--- config.mk ---
export PLATFORM = sky130hd
export DESIGN_NAME = ira_top
export DESIGN_NICKNAME = d
export VERILOG_FILES = /design/src/hw/ira_pkg.sv /design/src/hw/ira_top.sv
export SDC_FILE = /design/constraint.sdc
export NUM_CORES = 1
export LEC_CHECK = 0
export ABC_AREA = 1
export BUFFER_PORTS_ARGS = -buffer_cell sky130_fd_sc_hd__buf_2
export CAP_MARGIN = 10
export CORE_ASPECT_RATIO = 0.5
export CORE_MARGIN = 2
export CORE_UTILIZATION = 53
export CTS_CLUSTER_SIZE = 28
export DETAILED_ROUTE_END_ITERATION = 12
export GPL_TIMING_DRIVEN = 0
export PLACE_DENSITY_LB_ADDON = 0.05
export SYNTH_ARGS = -nofsm -noshare
export SYNTH_HDL_FRONTEND = slang
export SYNTH_SLANG_ARGS = --single-unit
--- constraint.sdc ---
create_clock -name SYS_CLK_I -period 2.8 [get_ports SYS_CLK_I]
set_clock_uncertainty 0.15 [all_clocks]
set_input_delay 0.28 -clock SYS_CLK_I [delete_from_list [all_inputs] [get_ports SYS_CLK_I]]
set_output_delay 0.28 -clock SYS_CLK_I [all_outputs]
set_load 0.005 [all_outputs]
--- src/hw/ira_pkg.sv ---
// Constants, types and register map of the indirect register access block.
package ira_pkg;

  // ---------------------------------------------------------------------
  // Clock and link detect timing
  // ---------------------------------------------------------------------
  localparam int unsigned CLK_PERIOD_NS = 100;
  localparam int unsigned NS_PER_US     = 1000;
  localparam int unsigned LD_TO_00_US   = 325;
  localparam int unsigned LD_TO_01_US   = 162;
  localparam int unsigned LD_TO_10_US   = 650;
  // The longest timeout is 1.3 ms, held here in microseconds.
  localparam int unsigned LD_TO_11_US   = 1300;
  localparam int unsigned LD_CNT_W      = 14;

  // ---------------------------------------------------------------------
  // Register word indices (byte address is four times the index)
  // ---------------------------------------------------------------------
  localparam int unsigned IDX_W         = 7;
  localparam logic [6:0]  REG_LINK_DET  = 7'h26;
  localparam logic [6:0]  REG_ANA_CTRL  = 7'h40;
  localparam logic [6:0]  REG_ANA_OFF   = 7'h41;
  localparam logic [6:0]  REG_ANA_DATA  = 7'h42;
  localparam logic [6:0]  REG_PB_CTRL   = 7'h48;
  localparam logic [6:0]  REG_PB_ADDR   = 7'h49;
  localparam logic [6:0]  REG_PB_DATA   = 7'h4B;

  // ---------------------------------------------------------------------
  // Field positions, codes and reset values
  // ---------------------------------------------------------------------
  localparam int unsigned LD_TIMER_LSB  = 0;
  localparam int unsigned ANA_SEL_LSB   = 2;
  localparam int unsigned ANA_INC_BIT   = 1;
  localparam int unsigned ANA_RD_BIT    = 0;
  localparam int unsigned PB_SEL_LSB    = 3;
  localparam int unsigned PB_INC_BIT    = 2;
  localparam int unsigned PB_START_BIT  = 1;
  localparam int unsigned PB_EN_BIT     = 0;
  localparam int unsigned PB_SEL_HI_BIT = 1;

  localparam logic [2:0]  ANA_SEL_OFF   = 3'h0;
  localparam logic [2:0]  ANA_SEL_VRX   = 3'h4;
  localparam logic [2:0]  ANA_SEL_STX   = 3'h5;
  localparam logic [1:0]  PB_SEL_CFG    = 2'h2;
  localparam logic [1:0]  PB_SEL_DIE_ID = 2'h3;

  localparam logic [7:0]  STEP8         = 8'h01;
  localparam logic [7:0]  RST_BYTE      = 8'h00;
  localparam logic [31:0] RD_ZERO       = 32'h0000_0000;

  // ---------------------------------------------------------------------
  // Types
  // ---------------------------------------------------------------------
  typedef enum logic [1:0] {
    ST_IDLE,
    ST_ANA_RD1,
    ST_ANA_RD2
  } ira_wb_st_t;

  typedef struct packed {
    ira_wb_st_t            wst;
    logic                  ack;
    logic [31:0]           dat;
    logic [1:0]            ld_timer;
    logic [LD_CNT_W-1:0]   ld_cnt;
    logic                  ld_up;
    logic [2:0]            ana_sel;
    logic                  ana_inc;
    logic                  ana_rd;
    logic [7:0]            ana_off;
    logic [7:0]            ana_data;
    logic                  ana_we;
    logic                  ana_re;
    logic [1:0]            pb_sel;
    logic                  pb_inc;
    logic                  pb_start;
    logic                  pb_en;
    logic [7:0]            pb_addr;
    logic [7:0]            pb_data;
  } ira_state_t;

endpackage : ira_pkg

--- src/hw/ira_top.sv ---
// Indirect register access block with Wishbone slave and link detect timer.
//
// Notes on behaviour
// - Two-bit field picks link timeout: 325us, 162us, 650us or 1.3ms.
// - Link detect drops when timeout passes without valid reverse traffic.
// - Analog select: 000 off, 100 video receiver, 101 serial transmitter.
// - With autostep set, analog offset steps by one after each access.
// - Analog read control 0 makes accesses writes, 1 makes them reads.
// - Eight-bit analog offset register, reset zero, addresses each access.
// - Writing analog data forwards the byte to the selected target.
// - Reading analog data returns the selected target register contents.
// - Peripheral select: 10 configuration data, 11 die identity.
// - With autostep set, peripheral address grows by one per access.
// - Writing 1 to read start launches a peripheral read.
// - Peripheral read data lands in the low data byte register.
// - Read start clears itself when the peripheral read completes.
// - Peripheral accesses only while enabled, routed by target select.
// - Peripheral address low byte: eight-bit read/write, reset zero.
// - Peripheral data low byte: eight-bit read/write, reset zero.
//
// Chosen here: the Wishbone slave port.
`timescale 1ns/1ps

module ira_top #(
  parameter int unsigned LD_CYC_00 =
    ira_pkg::LD_TO_00_US * ira_pkg::NS_PER_US / ira_pkg::CLK_PERIOD_NS,
  parameter int unsigned LD_CYC_01 =
    ira_pkg::LD_TO_01_US * ira_pkg::NS_PER_US / ira_pkg::CLK_PERIOD_NS,
  parameter int unsigned LD_CYC_10 =
    ira_pkg::LD_TO_10_US * ira_pkg::NS_PER_US / ira_pkg::CLK_PERIOD_NS,
  parameter int unsigned LD_CYC_11 =
    ira_pkg::LD_TO_11_US * ira_pkg::NS_PER_US / ira_pkg::CLK_PERIOD_NS
) (
  input  wire logic        SYS_CLK_I,     // System clock, 10 MHz.
  input  wire logic        RST_N_I,       // Asynchronous reset, active low.
  input  wire logic        WB_CYC_I,      // Wishbone cycle.
  input  wire logic        WB_STB_I,      // Wishbone strobe.
  input  wire logic        WB_WE_I,       // Wishbone write enable.
  input  wire logic [8:0]  WB_ADR_I,      // Wishbone byte address.
  input  wire logic [3:0]  WB_SEL_I,      // Wishbone byte selects.
  input  wire logic [31:0] WB_DAT_I,      // Wishbone write data.
  output logic      [31:0] WB_DAT_O,      // Wishbone read data.
  output logic             WB_ACK_O,      // Wishbone acknowledge.
  input  wire logic        RC_VALID_I,    // Valid reverse channel traffic.
  output logic             LINK_DETECT_O, // Reverse link detected.
  output logic      [2:0]  ANA_SEL_O,     // Analog target select.
  output logic      [7:0]  ANA_ADDR_O,    // Analog register offset.
  output logic      [7:0]  ANA_WDATA_O,   // Analog write data.
  output logic             ANA_WE_O,      // Analog write strobe.
  output logic             ANA_RE_O,      // Analog read strobe.
  input  wire logic [7:0]  ANA_RDATA_I,   // Analog read data.
  output logic             PB_REQ_O,      // Peripheral read request.
  output logic      [1:0]  PB_SEL_O,      // Peripheral target select.
  output logic      [7:0]  PB_ADDR_O,     // Peripheral address.
  input  wire logic [7:0]  PB_RDATA_I,    // Peripheral read data.
  input  wire logic        PB_ACK_I       // Peripheral read done.
);

  // ---------------------------------------------------------------------
  // Helper functions
  // ---------------------------------------------------------------------
  function automatic logic [7:0] incr8(input logic [7:0] v);
    incr8 = 8'(v + ira_pkg::STEP8);
  endfunction : incr8

  function automatic logic ana_target_ok(input logic [2:0] s);
    ana_target_ok = (s == ira_pkg::ANA_SEL_VRX) ||
                    (s == ira_pkg::ANA_SEL_STX);
  endfunction : ana_target_ok

  function automatic logic [ira_pkg::LD_CNT_W-1:0] ld_limit(
    input logic [1:0] t
  );
    case (t)
      2'h0:    ld_limit = ira_pkg::LD_CNT_W'(LD_CYC_00);
      2'h1:    ld_limit = ira_pkg::LD_CNT_W'(LD_CYC_01);
      2'h2:    ld_limit = ira_pkg::LD_CNT_W'(LD_CYC_10);
      default: ld_limit = ira_pkg::LD_CNT_W'(LD_CYC_11);
    endcase
  endfunction : ld_limit

  // Reserved bits are built in as zero here, so reads never expose them.
  function automatic logic [31:0] rd_mux(
    input ira_pkg::ira_state_t s,
    input logic [6:0]          idx
  );
    logic [7:0] b;
    b = ira_pkg::RST_BYTE;
    case (idx)
      ira_pkg::REG_LINK_DET:
        b[ira_pkg::LD_TIMER_LSB +: 2] = s.ld_timer;
      ira_pkg::REG_ANA_CTRL:
      begin
        b[ira_pkg::ANA_SEL_LSB +: 3] = s.ana_sel;
        b[ira_pkg::ANA_INC_BIT]      = s.ana_inc;
        b[ira_pkg::ANA_RD_BIT]       = s.ana_rd;
      end
      ira_pkg::REG_ANA_OFF:  b = s.ana_off;
      ira_pkg::REG_ANA_DATA: b = s.ana_data;
      ira_pkg::REG_PB_CTRL:
      begin
        b[ira_pkg::PB_SEL_LSB +: 2] = s.pb_sel;
        b[ira_pkg::PB_INC_BIT]      = s.pb_inc;
        b[ira_pkg::PB_START_BIT]    = s.pb_start;
        b[ira_pkg::PB_EN_BIT]       = s.pb_en;
      end
      ira_pkg::REG_PB_ADDR:  b = s.pb_addr;
      ira_pkg::REG_PB_DATA:  b = s.pb_data;
      default:               b = ira_pkg::RST_BYTE;
    endcase
    rd_mux = {24'h00_0000, b};
  endfunction : rd_mux

  // ---------------------------------------------------------------------
  // State
  // ---------------------------------------------------------------------
  ira_pkg::ira_state_t state_reg;
  ira_pkg::ira_state_t state_next;

  logic [6:0] idx;
  logic       take;
  logic [7:0] wbyte;

  assign idx   = WB_ADR_I[8:2];
  assign take  = WB_CYC_I && WB_STB_I && !state_reg.ack;
  assign wbyte = WB_DAT_I[7:0];

  // ---------------------------------------------------------------------
  // Next state
  // ---------------------------------------------------------------------
  always_comb
  begin
    state_next        = state_reg;
    state_next.ack    = 1'b0;
    state_next.ana_we = 1'b0;
    state_next.ana_re = 1'b0;

    // The counter restarts on every valid reverse channel event, so the
    // indication only falls after a whole quiet timeout. A shorter timeout
    // chosen mid-count takes effect at once through the compare.
    if (RC_VALID_I)
    begin
      state_next.ld_up  = 1'b1;
      state_next.ld_cnt = '0;
    end
    else if (state_reg.ld_up)
    begin
      if (state_reg.ld_cnt >=
          ira_pkg::LD_CNT_W'(ld_limit(state_reg.ld_timer) - 1'b1))
      begin
        state_next.ld_up  = 1'b0;
        state_next.ld_cnt = '0;
      end
      else
      begin
        state_next.ld_cnt =
          ira_pkg::LD_CNT_W'(state_reg.ld_cnt + 1'b1);
      end
    end

    // The offset steps one cycle after the write strobe, so the target
    // still sees the old offset while the strobe is high.
    if (state_reg.ana_we && state_reg.ana_inc)
    begin
      state_next.ana_off = incr8(state_reg.ana_off);
    end

    if (state_reg.pb_start && PB_ACK_I)
    begin
      state_next.pb_data  = PB_RDATA_I;
      state_next.pb_start = 1'b0;
      if (state_reg.pb_inc)
      begin
        state_next.pb_addr = incr8(state_reg.pb_addr);
      end
    end

    case (state_reg.wst)
      ira_pkg::ST_IDLE:
      begin
        if (take)
        begin
          state_next.dat = rd_mux(state_reg, idx);
          if (WB_WE_I && WB_SEL_I[0])
          begin
            // A software write lands after the hardware updates above, so
            // a start written in the completion cycle launches a new read.
            case (idx)
              ira_pkg::REG_LINK_DET:
                state_next.ld_timer =
                  wbyte[ira_pkg::LD_TIMER_LSB +: 2];
              ira_pkg::REG_ANA_CTRL:
              begin
                state_next.ana_sel = wbyte[ira_pkg::ANA_SEL_LSB +: 3];
                state_next.ana_inc = wbyte[ira_pkg::ANA_INC_BIT];
                state_next.ana_rd  = wbyte[ira_pkg::ANA_RD_BIT];
              end
              ira_pkg::REG_ANA_OFF:
                state_next.ana_off = wbyte;
              ira_pkg::REG_ANA_DATA:
              begin
                state_next.ana_data = wbyte;
                if (ana_target_ok(state_reg.ana_sel) && !state_reg.ana_rd)
                begin
                  state_next.ana_we = 1'b1;
                end
              end
              ira_pkg::REG_PB_CTRL:
              begin
                state_next.pb_sel = wbyte[ira_pkg::PB_SEL_LSB +: 2];
                state_next.pb_inc = wbyte[ira_pkg::PB_INC_BIT];
                state_next.pb_en  = wbyte[ira_pkg::PB_EN_BIT];
                // Only the high select bit marks a valid target; reserved
                // targets and a disabled interface never start a read.
                if (!wbyte[ira_pkg::PB_EN_BIT])
                begin
                  state_next.pb_start = 1'b0;
                end
                else if (wbyte[ira_pkg::PB_START_BIT] &&
                         wbyte[ira_pkg::PB_SEL_LSB + ira_pkg::PB_SEL_HI_BIT])
                begin
                  state_next.pb_start = 1'b1;
                end
              end
              ira_pkg::REG_PB_ADDR:
                state_next.pb_addr = wbyte;
              ira_pkg::REG_PB_DATA:
              begin
                state_next.pb_data = wbyte;
                // Targets are read-only; the write completes locally.
                if (state_reg.pb_en && state_reg.pb_inc)
                begin
                  state_next.pb_addr = incr8(state_reg.pb_addr);
                end
              end
              default:
                state_next.dat = ira_pkg::RD_ZERO;
            endcase
            state_next.ack = 1'b1;
          end
          else if (!WB_WE_I && idx == ira_pkg::REG_ANA_DATA &&
                   state_reg.ana_rd && ana_target_ok(state_reg.ana_sel))
          begin
            state_next.ana_re = 1'b1;
            state_next.wst    = ira_pkg::ST_ANA_RD1;
          end
          else
          begin
            state_next.ack = 1'b1;
          end
        end
      end
      ira_pkg::ST_ANA_RD1:
        state_next.wst = ira_pkg::ST_ANA_RD2;
      ira_pkg::ST_ANA_RD2:
      begin
        // The target answers one cycle after its read strobe.
        state_next.ana_data = ANA_RDATA_I;
        state_next.dat      = {24'h00_0000, ANA_RDATA_I};
        state_next.ack      = 1'b1;
        state_next.wst      = ira_pkg::ST_IDLE;
        if (state_reg.ana_inc)
        begin
          state_next.ana_off = incr8(state_reg.ana_off);
        end
      end
      default:
        state_next.wst = ira_pkg::ST_IDLE;
    endcase
  end

  // ---------------------------------------------------------------------
  // Registers
  // ---------------------------------------------------------------------
  always_ff @(posedge SYS_CLK_I or negedge RST_N_I)
  begin
    if (!RST_N_I)
    begin
      state_reg <= '0;
    end
    else
    begin
      state_reg <= state_next;
    end
  end

  // ---------------------------------------------------------------------
  // Outputs
  // ---------------------------------------------------------------------
  assign WB_DAT_O      = state_reg.dat;
  assign WB_ACK_O      = state_reg.ack;
  assign LINK_DETECT_O = state_reg.ld_up;
  assign ANA_SEL_O     = state_reg.ana_sel;
  assign ANA_ADDR_O    = state_reg.ana_off;
  assign ANA_WDATA_O   = state_reg.ana_data;
  assign ANA_WE_O      = state_reg.ana_we;
  assign ANA_RE_O      = state_reg.ana_re;
  assign PB_REQ_O      = state_reg.pb_start;
  assign PB_SEL_O      = state_reg.pb_sel;
  assign PB_ADDR_O     = state_reg.pb_addr;

endmodule : ira_top

==> results of run 1 <==
==> worst paths after layout <==
check / startpoint / endpoint / slack, ns / cells past startpoint
setup / recovery: state_reg[59]$_DFFE_PN0P_ / state_reg[57]$_DFFE_PN0P_ / 0.29 / 12
hold / removal: ANA_RDATA_I[7] / WB_DAT_O[7]$_DFFE_PN0P_ / 0.04 / 3
setup reg to reg: state_reg[59]$_DFFE_PN0P_ / state_reg[57]$_DFFE_PN0P_ / 0.29 / 12
hold reg to reg: ANA_SEL_O[2]$_DFFE_PN0P_ / ANA_SEL_O[2]$_DFFE_PN0P_ / 0.38 / 2
max in group asynchronous: RST_N_I / ANA_WDATA_O[7]$_DFFE_PN0P_ / 1.78 / 3
min in group asynchronous: RST_N_I / LINK_DETECT_O$_DFF_PN0_ / 0.16 / 2
==> layer usage <==
metal / vias to the layer above / track usage / share of wire
li1: 2822 / - / -
met1: 2543 / 0.392 / 0.45
met2: 249 / 0.474 / 0.45
met3: 24 / 0.0641 / 0.088
met4: 0 / 0.0776 / 0.015
met5: - / 0 / 0
==> layout make-up <==
type | instances | area [µm²] | area share
timing repair buffer | 82 | 440 | 0.0656
clock inverter | 5 | 56.3 | 0.00839
buffer | 77 | 553 | 0.0824
multi-input combinational | 606 | 3090 | 0.460
inverter | 92 | 352 | 0.0524
tap | 140 | 175 | 0.0261
clock buffer | 11 | 243 | 0.0362
sequential | 72 | 1800 | 0.269
==> cell families after synthesis <==
kind of cell,Yosys count
flip-flops,72
AND/OR/NAND/NOR,449
other,1
AO/OA/AOI/OAI,103
buffers and inverters,169
XOR/XNOR,6
adder cells (fa/ha/maj),24
==> repair_timing <==
| item | in CTS | in global routing |
|---|---|---|
| endpoints found under the hold margin | 72 | 0 |
| setup endpoints to repair | 0 | 10 |
| resized for setup | 0 | 4 |
| hold buffers | 1 | 0 |
==> synth_stat cells (2+ instances only) <==
cell type,instances,area share
sky130_fd_sc_hd__buf_4,62,0.082
sky130_fd_sc_hd__o211ai_1,5,0.0066
sky130_fd_sc_hd__o21bai_1,3,0.0039
sky130_fd_sc_hd__nand4_1,9,0.0099
sky130_fd_sc_hd__nand3_1,103,0.090
sky130_fd_sc_hd__buf_6,3,0.0059
sky130_fd_sc_hd__ha_1,24,0.053
sky130_fd_sc_hd__inv_2,4,0.0026
sky130_fd_sc_hd__nand2_2,6,0.0066
sky130_fd_sc_hd__a21oi_1,18,0.016
sky130_fd_sc_hd__o21ai_0,53,0.046
sky130_fd_sc_hd__clkbuf_1,6,0.0039
sky130_fd_sc_hd__nand2_1,242,0.16
sky130_fd_sc_hd__dfrtp_1,72,0.32
sky130_fd_sc_hd__nor3_1,10,0.0088
sky130_fd_sc_hd__inv_1,86,0.057
sky130_fd_sc_hd__nand2_4,6,0.012
sky130_fd_sc_hd__nand3_4,2,0.0061
sky130_fd_sc_hd__nor2_1,48,0.032
sky130_fd_sc_hd__nor2_4,6,0.012
sky130_fd_sc_hd__nor2_2,5,0.0055
sky130_fd_sc_hd__buf_2,5,0.0044
sky130_fd_sc_hd__or2_0,2,0.0022
sky130_fd_sc_hd__a31oi_1,8,0.0088
sky130_fd_sc_hd__o21ai_1,11,0.0096
sky130_fd_sc_hd__xor2_1,5,0.0077
sky130_fd_sc_hd__o2111ai_1,2,0.0031
==> per-stage QoR <==
| stage | power, µW | setup WS [ns] | std cells | hold WS (ns) |
|---|---|---|---|---|
| floorplan | 1240 | 0.579 | 847 | -0.166 |
| global placement | 1330 | 0.226 | 1067 | 0.344 |
| detailed placement | 1340 | 0.129 | 1068 | -0.0275 |
| CTS | 2520 | 0.0913 | 1085 | 0.0347 |
| global route | 2600 | 0.0166 | 1085 | 0.0455 |
| finish | 2510 | 0.294 | 1085 | 0.0393 |
==> worst reg2reg max path, stage by stage (launching register included) <==
cell                      delay [ns]
sky130_fd_sc_hd__dfrtp_2        0.46
sky130_fd_sc_hd__inv_1          0.20
sky130_fd_sc_hd__ha_1           0.27
sky130_fd_sc_hd__o21ai_1        0.10
sky130_fd_sc_hd__ha_1           0.29
sky130_fd_sc_hd__nand2_1        0.09
sky130_fd_sc_hd__nor2_1         0.05
sky130_fd_sc_hd__o21ai_0        0.08
sky130_fd_sc_hd__nand3_1        0.09
sky130_fd_sc_hd__nand2_1        0.06
sky130_fd_sc_hd__nand3_1        0.19
sky130_fd_sc_hd__buf_4          0.25
sky130_fd_sc_hd__o21ai_0        0.16
==> where the power goes <==
part,internal (µW),total [µW],switching (µW)
sequential,1060,1080,21.5
combinational,97.3,245,147
clock,713,1190,472
==> impl_results.md, run 1 <==
* Leakage power at 0.00374 µW
* # fillers at 949
* Total number of nets in the final design at 1032
* Number of cells produced by synthesis at 824
* Fraction of the mapped netlist area in simple logic gates at 0.365
* Clock network latency to the later pin of the worst-skew pair at 0.35 ns
* Routability-driven placement congestion ratio at 0.904
* Data arrival time at the worst-slack endpoint at 2.62 ns
* CTS sink cnt at 72
* Number of unique standard cell types used by synthesis at 45
* Routed wirelength normalized by instance count at 14.8 µm
* First-pass GRT wire length at 26500 µm
* Crit path max-delay family: adder cells
* YS warnings at 0
* Outcome: finished, final reports clean
* Portion of netlist area occupied by mux cells at 0
* DPL Wire Length at 12100 µm
* Starting utilization of the core area at 0.552
* Share of async-settable or async-resettable flops after synthesis at 1.00
* Area of placed instances at 0.00640 mm²
* Area of the die at 0.0117 mm²
* Total Wirelength at 16100 µm
* Compound-Gate Fraction of Synth Area at 0.0982
* Total overflow reported by the global router at 0
* Total of endpoints with negative setup slack in the final report at 0
* Post-route ant nets at 0
* Pre-antenna DRT Iters at 5
* Overall fraction of global-route tracks in use at 0.290
* P&R area growth vs syn at 17.6%
* Maximum level of the CTS H-tree at 3
* Maximum number of pins on one net before global-route repair at 65
* Areal power density over the cells at 375 mW/mm²
* Endpoint kind of the worst setup timing path: flip-flop
* Combinational family with the most area after synthesis: simple AND/OR/NAND/NOR gates
* Cell area after layout at 0.00671 mm²
* Total CTS buffers at 9
* Horiz. Die Dim at 151 µm
* Number of antenna violations at the first check in global routing at 0
* Fin crit share at 0.895
* Leading cell type in the layout, fill and taps excluded: sky130_fd_sc_hd__nand2_1
* Antenna cell count at 0
* Vias per cell at 5.20
* Critical path buffers and inverters at 2
* WP data required at 2.91 ns
* Clock Root Buffer: sky130_fd_sc_hd__clkbuf_16
* Fraction of final layout cells with drive strength greater than 1 at 0.219
* Sum of negative setup slack at 0 ns
* Top-level port count at 134
* Worst path max stage delay at 0.46 ns
* DRC violation count after routing at 0
* Leading cell types in the layout, fill and taps excluded: sky130_fd_sc_hd__nand2_1, sky130_fd_sc_hd__nand3_1, sky130_fd_sc_hd__inv_1, sky130_fd_sc_hd__buf_2, sky130_fd_sc_hd__dfrtp_1
* Tightest Pin Transition at 0.569 ns
* Row count at 26
* Mean Syn Cell Area at 6.92 µm²
* RSZ-0062 raised after global routing: no
* Via count of the first global-routing pass at 5355
* Crit path cell chain: inv_1 -> ha_1 -> o21ai_1 -> ha_1 -> nand2_1 -> nor2_1 -> o21ai_0 -> nand3_1 -> nand2_1 -> nand3_1 -> buf_4 -> o21ai_0
* Max-cap check violation count at 0
* Number of flip-flops in the largest register at 30
* Startpoint-to-endpoint class of the critical path: reg2reg
* Max-slew violations at 0
* Clock tree from TritonCTS: yes
* Final standard cell utilization of the core at 0.649
* Max transition margin at 0.621
* Tightest Hold Check Type: in2reg
* CTS Buffer Depth at 2
* Number of vias after detailed routing at 5638
* Type of element launching the critical path: flip-flop
* Setup Fix Bufs, Post-CTS at 0
* Clock edge transition at the registers on the reported setup and hold paths at 0.06 ns
* Fmax achieved at 399 MHz
* Crit-path max FO at 10
* XOR/XNOR Fraction of Synth Area at 0.00921
* Top_reg_cell synth: sky130_fd_sc_hd__dfrtp_1
* Crit path max-delay cell type: sky130_fd_sc_hd__dfrtp_2
* Buffers on Ports at 80
* Adder and majority gate portion of the synthesized area at 0.0526
* Maximum ir drop on the vdd rail at 256 µV
* Die Y-Extent at 77.4 µm
* Post-route minimum period at 2.51 ns
* Final number of hold-violating endpoints at 0
* Core region area at 0.0103 mm²
* Sequential share of the synthesized area at 0.316
* Cell area after technology mapping at 0.00571 mm²
* Flop and latch count out of synthesis at 72
* Drt first-iter violations at 457
* Number of enable flip-flop cells after synthesis at 0
No activity file was read; power rests on OpenSTA's default activity.
==> inputs of run 2 (changes only) <==
--- a/config.mk
+++ b/config.mk
@@ -5,7 +5,6 @@
 export SDC_FILE = /design/constraint.sdc
 export NUM_CORES = 1
 export LEC_CHECK = 0
-export ABC_AREA = 1
 export BUFFER_PORTS_ARGS = -buffer_cell sky130_fd_sc_hd__buf_2
 export CAP_MARGIN = 10
 export CORE_ASPECT_RATIO = 0.5
==> run 2 against run 1 <==
  * Die area fell by 6.6%
  * Final cell count fell by 22%
  * Synthesized area fell by 6.9%
  * Sequential power barely moved
  * Flip-flop and latch count did not move
  * Clock power rose by 7%
==> impl_results.md, run 2 <==
* Outcome: finished, final reports clean
* Maximum ir drop on the vdd rail at 266 µV
* Worst hold path startpoint: ANA_RDATA_I[6]
* Top-level port count at 134
* WP data required at 2.85 ns
* Crit path max-delay cell type: sky130_fd_sc_hd__dfrtp_2
* Share of async-settable or async-resettable flops after synthesis at 1.00
* Total Wirelength at 15000 µm
* Number of enable flip-flop cells after synthesis at 0
* Total of endpoints with negative setup slack in the final report at 0
* Startpoint-to-endpoint class of the critical path: reg2reg
* Max-slew violations at 0
* Leading cell type in the layout, fill and taps excluded: sky130_fd_sc_hd__buf_2
* Cell types occupying the most area after synthesis: sky130_fd_sc_hd__dfrtp_1, sky130_fd_sc_hd__buf_4, sky130_fd_sc_hd__ha_1
* Top_reg_cell synth: sky130_fd_sc_hd__dfrtp_1
* Endpoint kind of the worst setup timing path: flip-flop
* Total number of nets in the final design at 803
* Clock Root Buffer: sky130_fd_sc_hd__clkbuf_16
* Fraction of final layout cells with drive strength greater than 1 at 0.297
* Antenna cell count at 0
* Most numerous cell in the Yosys netlist: sky130_fd_sc_hd__dfrtp_1
* CTS Buffer Depth at 2
* Area of the die at 0.0109 mm²
* Total overflow reported by the global router at 0
* Number of cells produced by synthesis at 593
* Routability-driven placement congestion ratio at 0.925
* Row count at 25
* Overall fraction of global-route tracks in use at 0.282
* Tightest Hold Check Type: in2reg
* Post-layout total power at 2640 µW
* Crit-path max FO at 10
* Via count of the first global-routing pass at 4719
* Data arrival time at the worst-slack endpoint at 2.72 ns
* CP Launch Point: state_reg[59]$_DFFE_PN0P_
* Clock tree from TritonCTS: yes
* Crit path cell chain: inv_2 -> ha_1 -> o21ai_0 -> ha_1 -> o21ai_0 -> a21oi_1 -> nand2_1 -> clkbuf_4 -> a221oi_1 -> nor4_1
* Post-Route Hold Slack at 0.0508 ns
* Post-route ant nets at 0
* # fillers at 836
* Total CTS buffers at 9
* Final number of hold-violating endpoints at 0
* DRC violation count after routing at 0
* DPL Wire Length at 11000 µm
* Cell area after technology mapping at 0.00531 mm²
* Core region area at 0.00960 mm²
* Horiz. Die Dim at 146 µm
* Number of vias after detailed routing at 4961
* Die Y-Extent at 74.8 µm
* Routed wirelength normalized by instance count at 17.7 µm
* Tightest Pin Transition at 0.724 ns
* Share of Yosys cell area claimed by the top area cell type at 0.339
* Startpoint of the worst register-to-register path: state_reg[59]$_DFFE_PN0P_
* Flop and latch count out of synthesis at 72
* First-pass GRT wire length at 23800 µm
* Number of flip-flops in the largest register at 30
* Areal power density over the cells at 412 mW/mm²
* Max transition margin at 0.518
* Fin crit share at 0.954
* Mean Syn Cell Area at 8.96 µm²
* Type of element launching the critical path: flip-flop
* Worst path max stage delay at 0.45 ns
* Buffers on Ports at 80
* Post-route minimum period at 2.67 ns
* Starting utilization of the core area at 0.553
* Area of placed instances at 0.00600 mm²
* Pre-antenna DRT Iters at 6
* Clock edge transition at the registers on the reported setup and hold paths at 0.06 ns
* Sequential share of the synthesized area at 0.339
* Number of unique standard cell types used by synthesis at 67
* Cell area after layout at 0.00641 mm²
* Clock network latency to the later pin of the worst-skew pair at 0.34 ns
* Maximum level of the CTS H-tree at 3
* Drt first-iter violations at 383
* Leakage power at 0.00315 µW
* Max-cap check violation count at 0
* P&R area growth vs syn at 20.8%
* Fmax achieved at 375 MHz
* Leading cell types in the layout, fill and taps excluded: sky130_fd_sc_hd__buf_2, sky130_fd_sc_hd__dfrtp_1, sky130_fd_sc_hd__buf_4, sky130_fd_sc_hd__o21ai_0, sky130_fd_sc_hd__nand2_1
* CTS sink cnt at 72
* Vias per cell at 5.84
* Top post-synthesis cells by count: sky130_fd_sc_hd__dfrtp_1, sky130_fd_sc_hd__buf_4, sky130_fd_sc_hd__o21ai_0
* Number of antenna violations at the first check in global routing at 0
* Maximum number of pins on one net before global-route repair at 59
* YS warnings at 0
* Post-synthesis cell type with the largest combined area: sky130_fd_sc_hd__dfrtp_1
-- run 2: changes by cell type after synthesis, sizes merged, moves of 9 or more --
cell / change
a22oi: +19
clkbuf: +11
nand3: -79
o21ai: -20
mux2i: +23
xnor2: +9
and3: +9
nand2: -214
inv: -62
nor2: -25
mux2: +14
-- run 2: cell families (layout without fill, tap and decap cells) --
family	Yosys count	after routing	share of synthesized area
AOI/OAI and AO/OA	152	152	0.193
and+or+nand+nor	171	171	0.172
adders and majority gates	24	24	0.0565
muxes	37	37	0.0730
DFF	72	72	0.339
other	1	24	0.000706
xor gates and xnor gates	18	18	0.0297
buffers and inverters	118	217	0.135
-- run 2: path summary, 6_finish.rpt --
check | to | slack (ns) | cells past startpoint
worst max register to register | state_reg[54]$_DFFE_PN0P_ | 0.13 | 10
worst min register to register | WB_DAT_O[2]$_DFFE_PN0P_ | 0.36 | 2
min in group asynchronous | state_reg[49]$_DFFE_PN0P_ | 0.21 | 2
worst min-delay path | ANA_WDATA_O[6]$_DFFE_PN0P_ | 0.05 | 3
max in group asynchronous | state_reg[59]$_DFFE_PN0P_ | 1.73 | 3
worst max-delay path | state_reg[54]$_DFFE_PN0P_ | 0.13 | 10
-- run 2: what timing repair did --
| action | in CTS | in global routing |
|---|---|---|
| hold buffers | 1 | 0 |
| setup buffers | 2 | 0 |
| endpoints found under the setup margin | 15 | 12 |
| endpoints found under the hold margin | 72 | 0 |
| pin swaps | 1 | 0 |
| resized for setup | 10 | 14 |
-- run 2: power breakdown --
part	internal (µW)	switching [µW]	leakage (µW)
combinational	123	162	0.00204
sequential	1060	28.6	0.000952
clock	822	445	0.000159
total	2010	636	0.00315
-- run 2: final cells by class --
| class | count | area (µm²) | share of cell area |
|---|---|---|---|
| inverters | 28 | 105 | 0.0164 |
| plain buffers | 90 | 622 | 0.0970 |
| repair buffers | 84 | 455 | 0.0710 |
| flip-flops and latches | 72 | 1800 | 0.281 |
| clock buffers | 12 | 256 | 0.0400 |
| well taps | 135 | 169 | 0.0263 |
| clock inverters | 3 | 65.1 | 0.0101 |
| multi-input cells | 426 | 2940 | 0.458 |
-- run 2: per-stage QoR --
step | setup TNS, ns | cells | setup slack, ns | utilization
floorplan | 0 | 616 | 0.286 | -
global placement | -2.83 | 831 | -0.295 | 0.621
detailed placement | -3.89 | 832 | -0.396 | 0.624
CTS | 0 | 850 | 0.0242 | 0.663
global route | -0.00786 | 850 | -0.00786 | 0.668
finish | 0 | 850 | 0.130 | 0.668
-- run 2: worst max-delay path: cells and delay by family, from the launching register on --
kind	cells	cell delay [ns]
compound gates	4	0.68
simple gates	2	0.29
fa+ha+maj	2	0.53
flops	1	0.45
buf+inv	2	0.42
-- run 2: per-layer routing --
metal | vias to the layer above | routed length (µm) | track usage | part of all wire
li1 | 2345 | - | - | -
met1 | 2359 | 6420 | 0.347 | 0.43
met2 | 225 | 7100 | 0.478 | 0.47
met3 | 32 | 1230 | 0.0952 | 0.082
met4 | 0 | 291 | 0.0969 | 0.019
met5 | - | 0 | 0 | 0
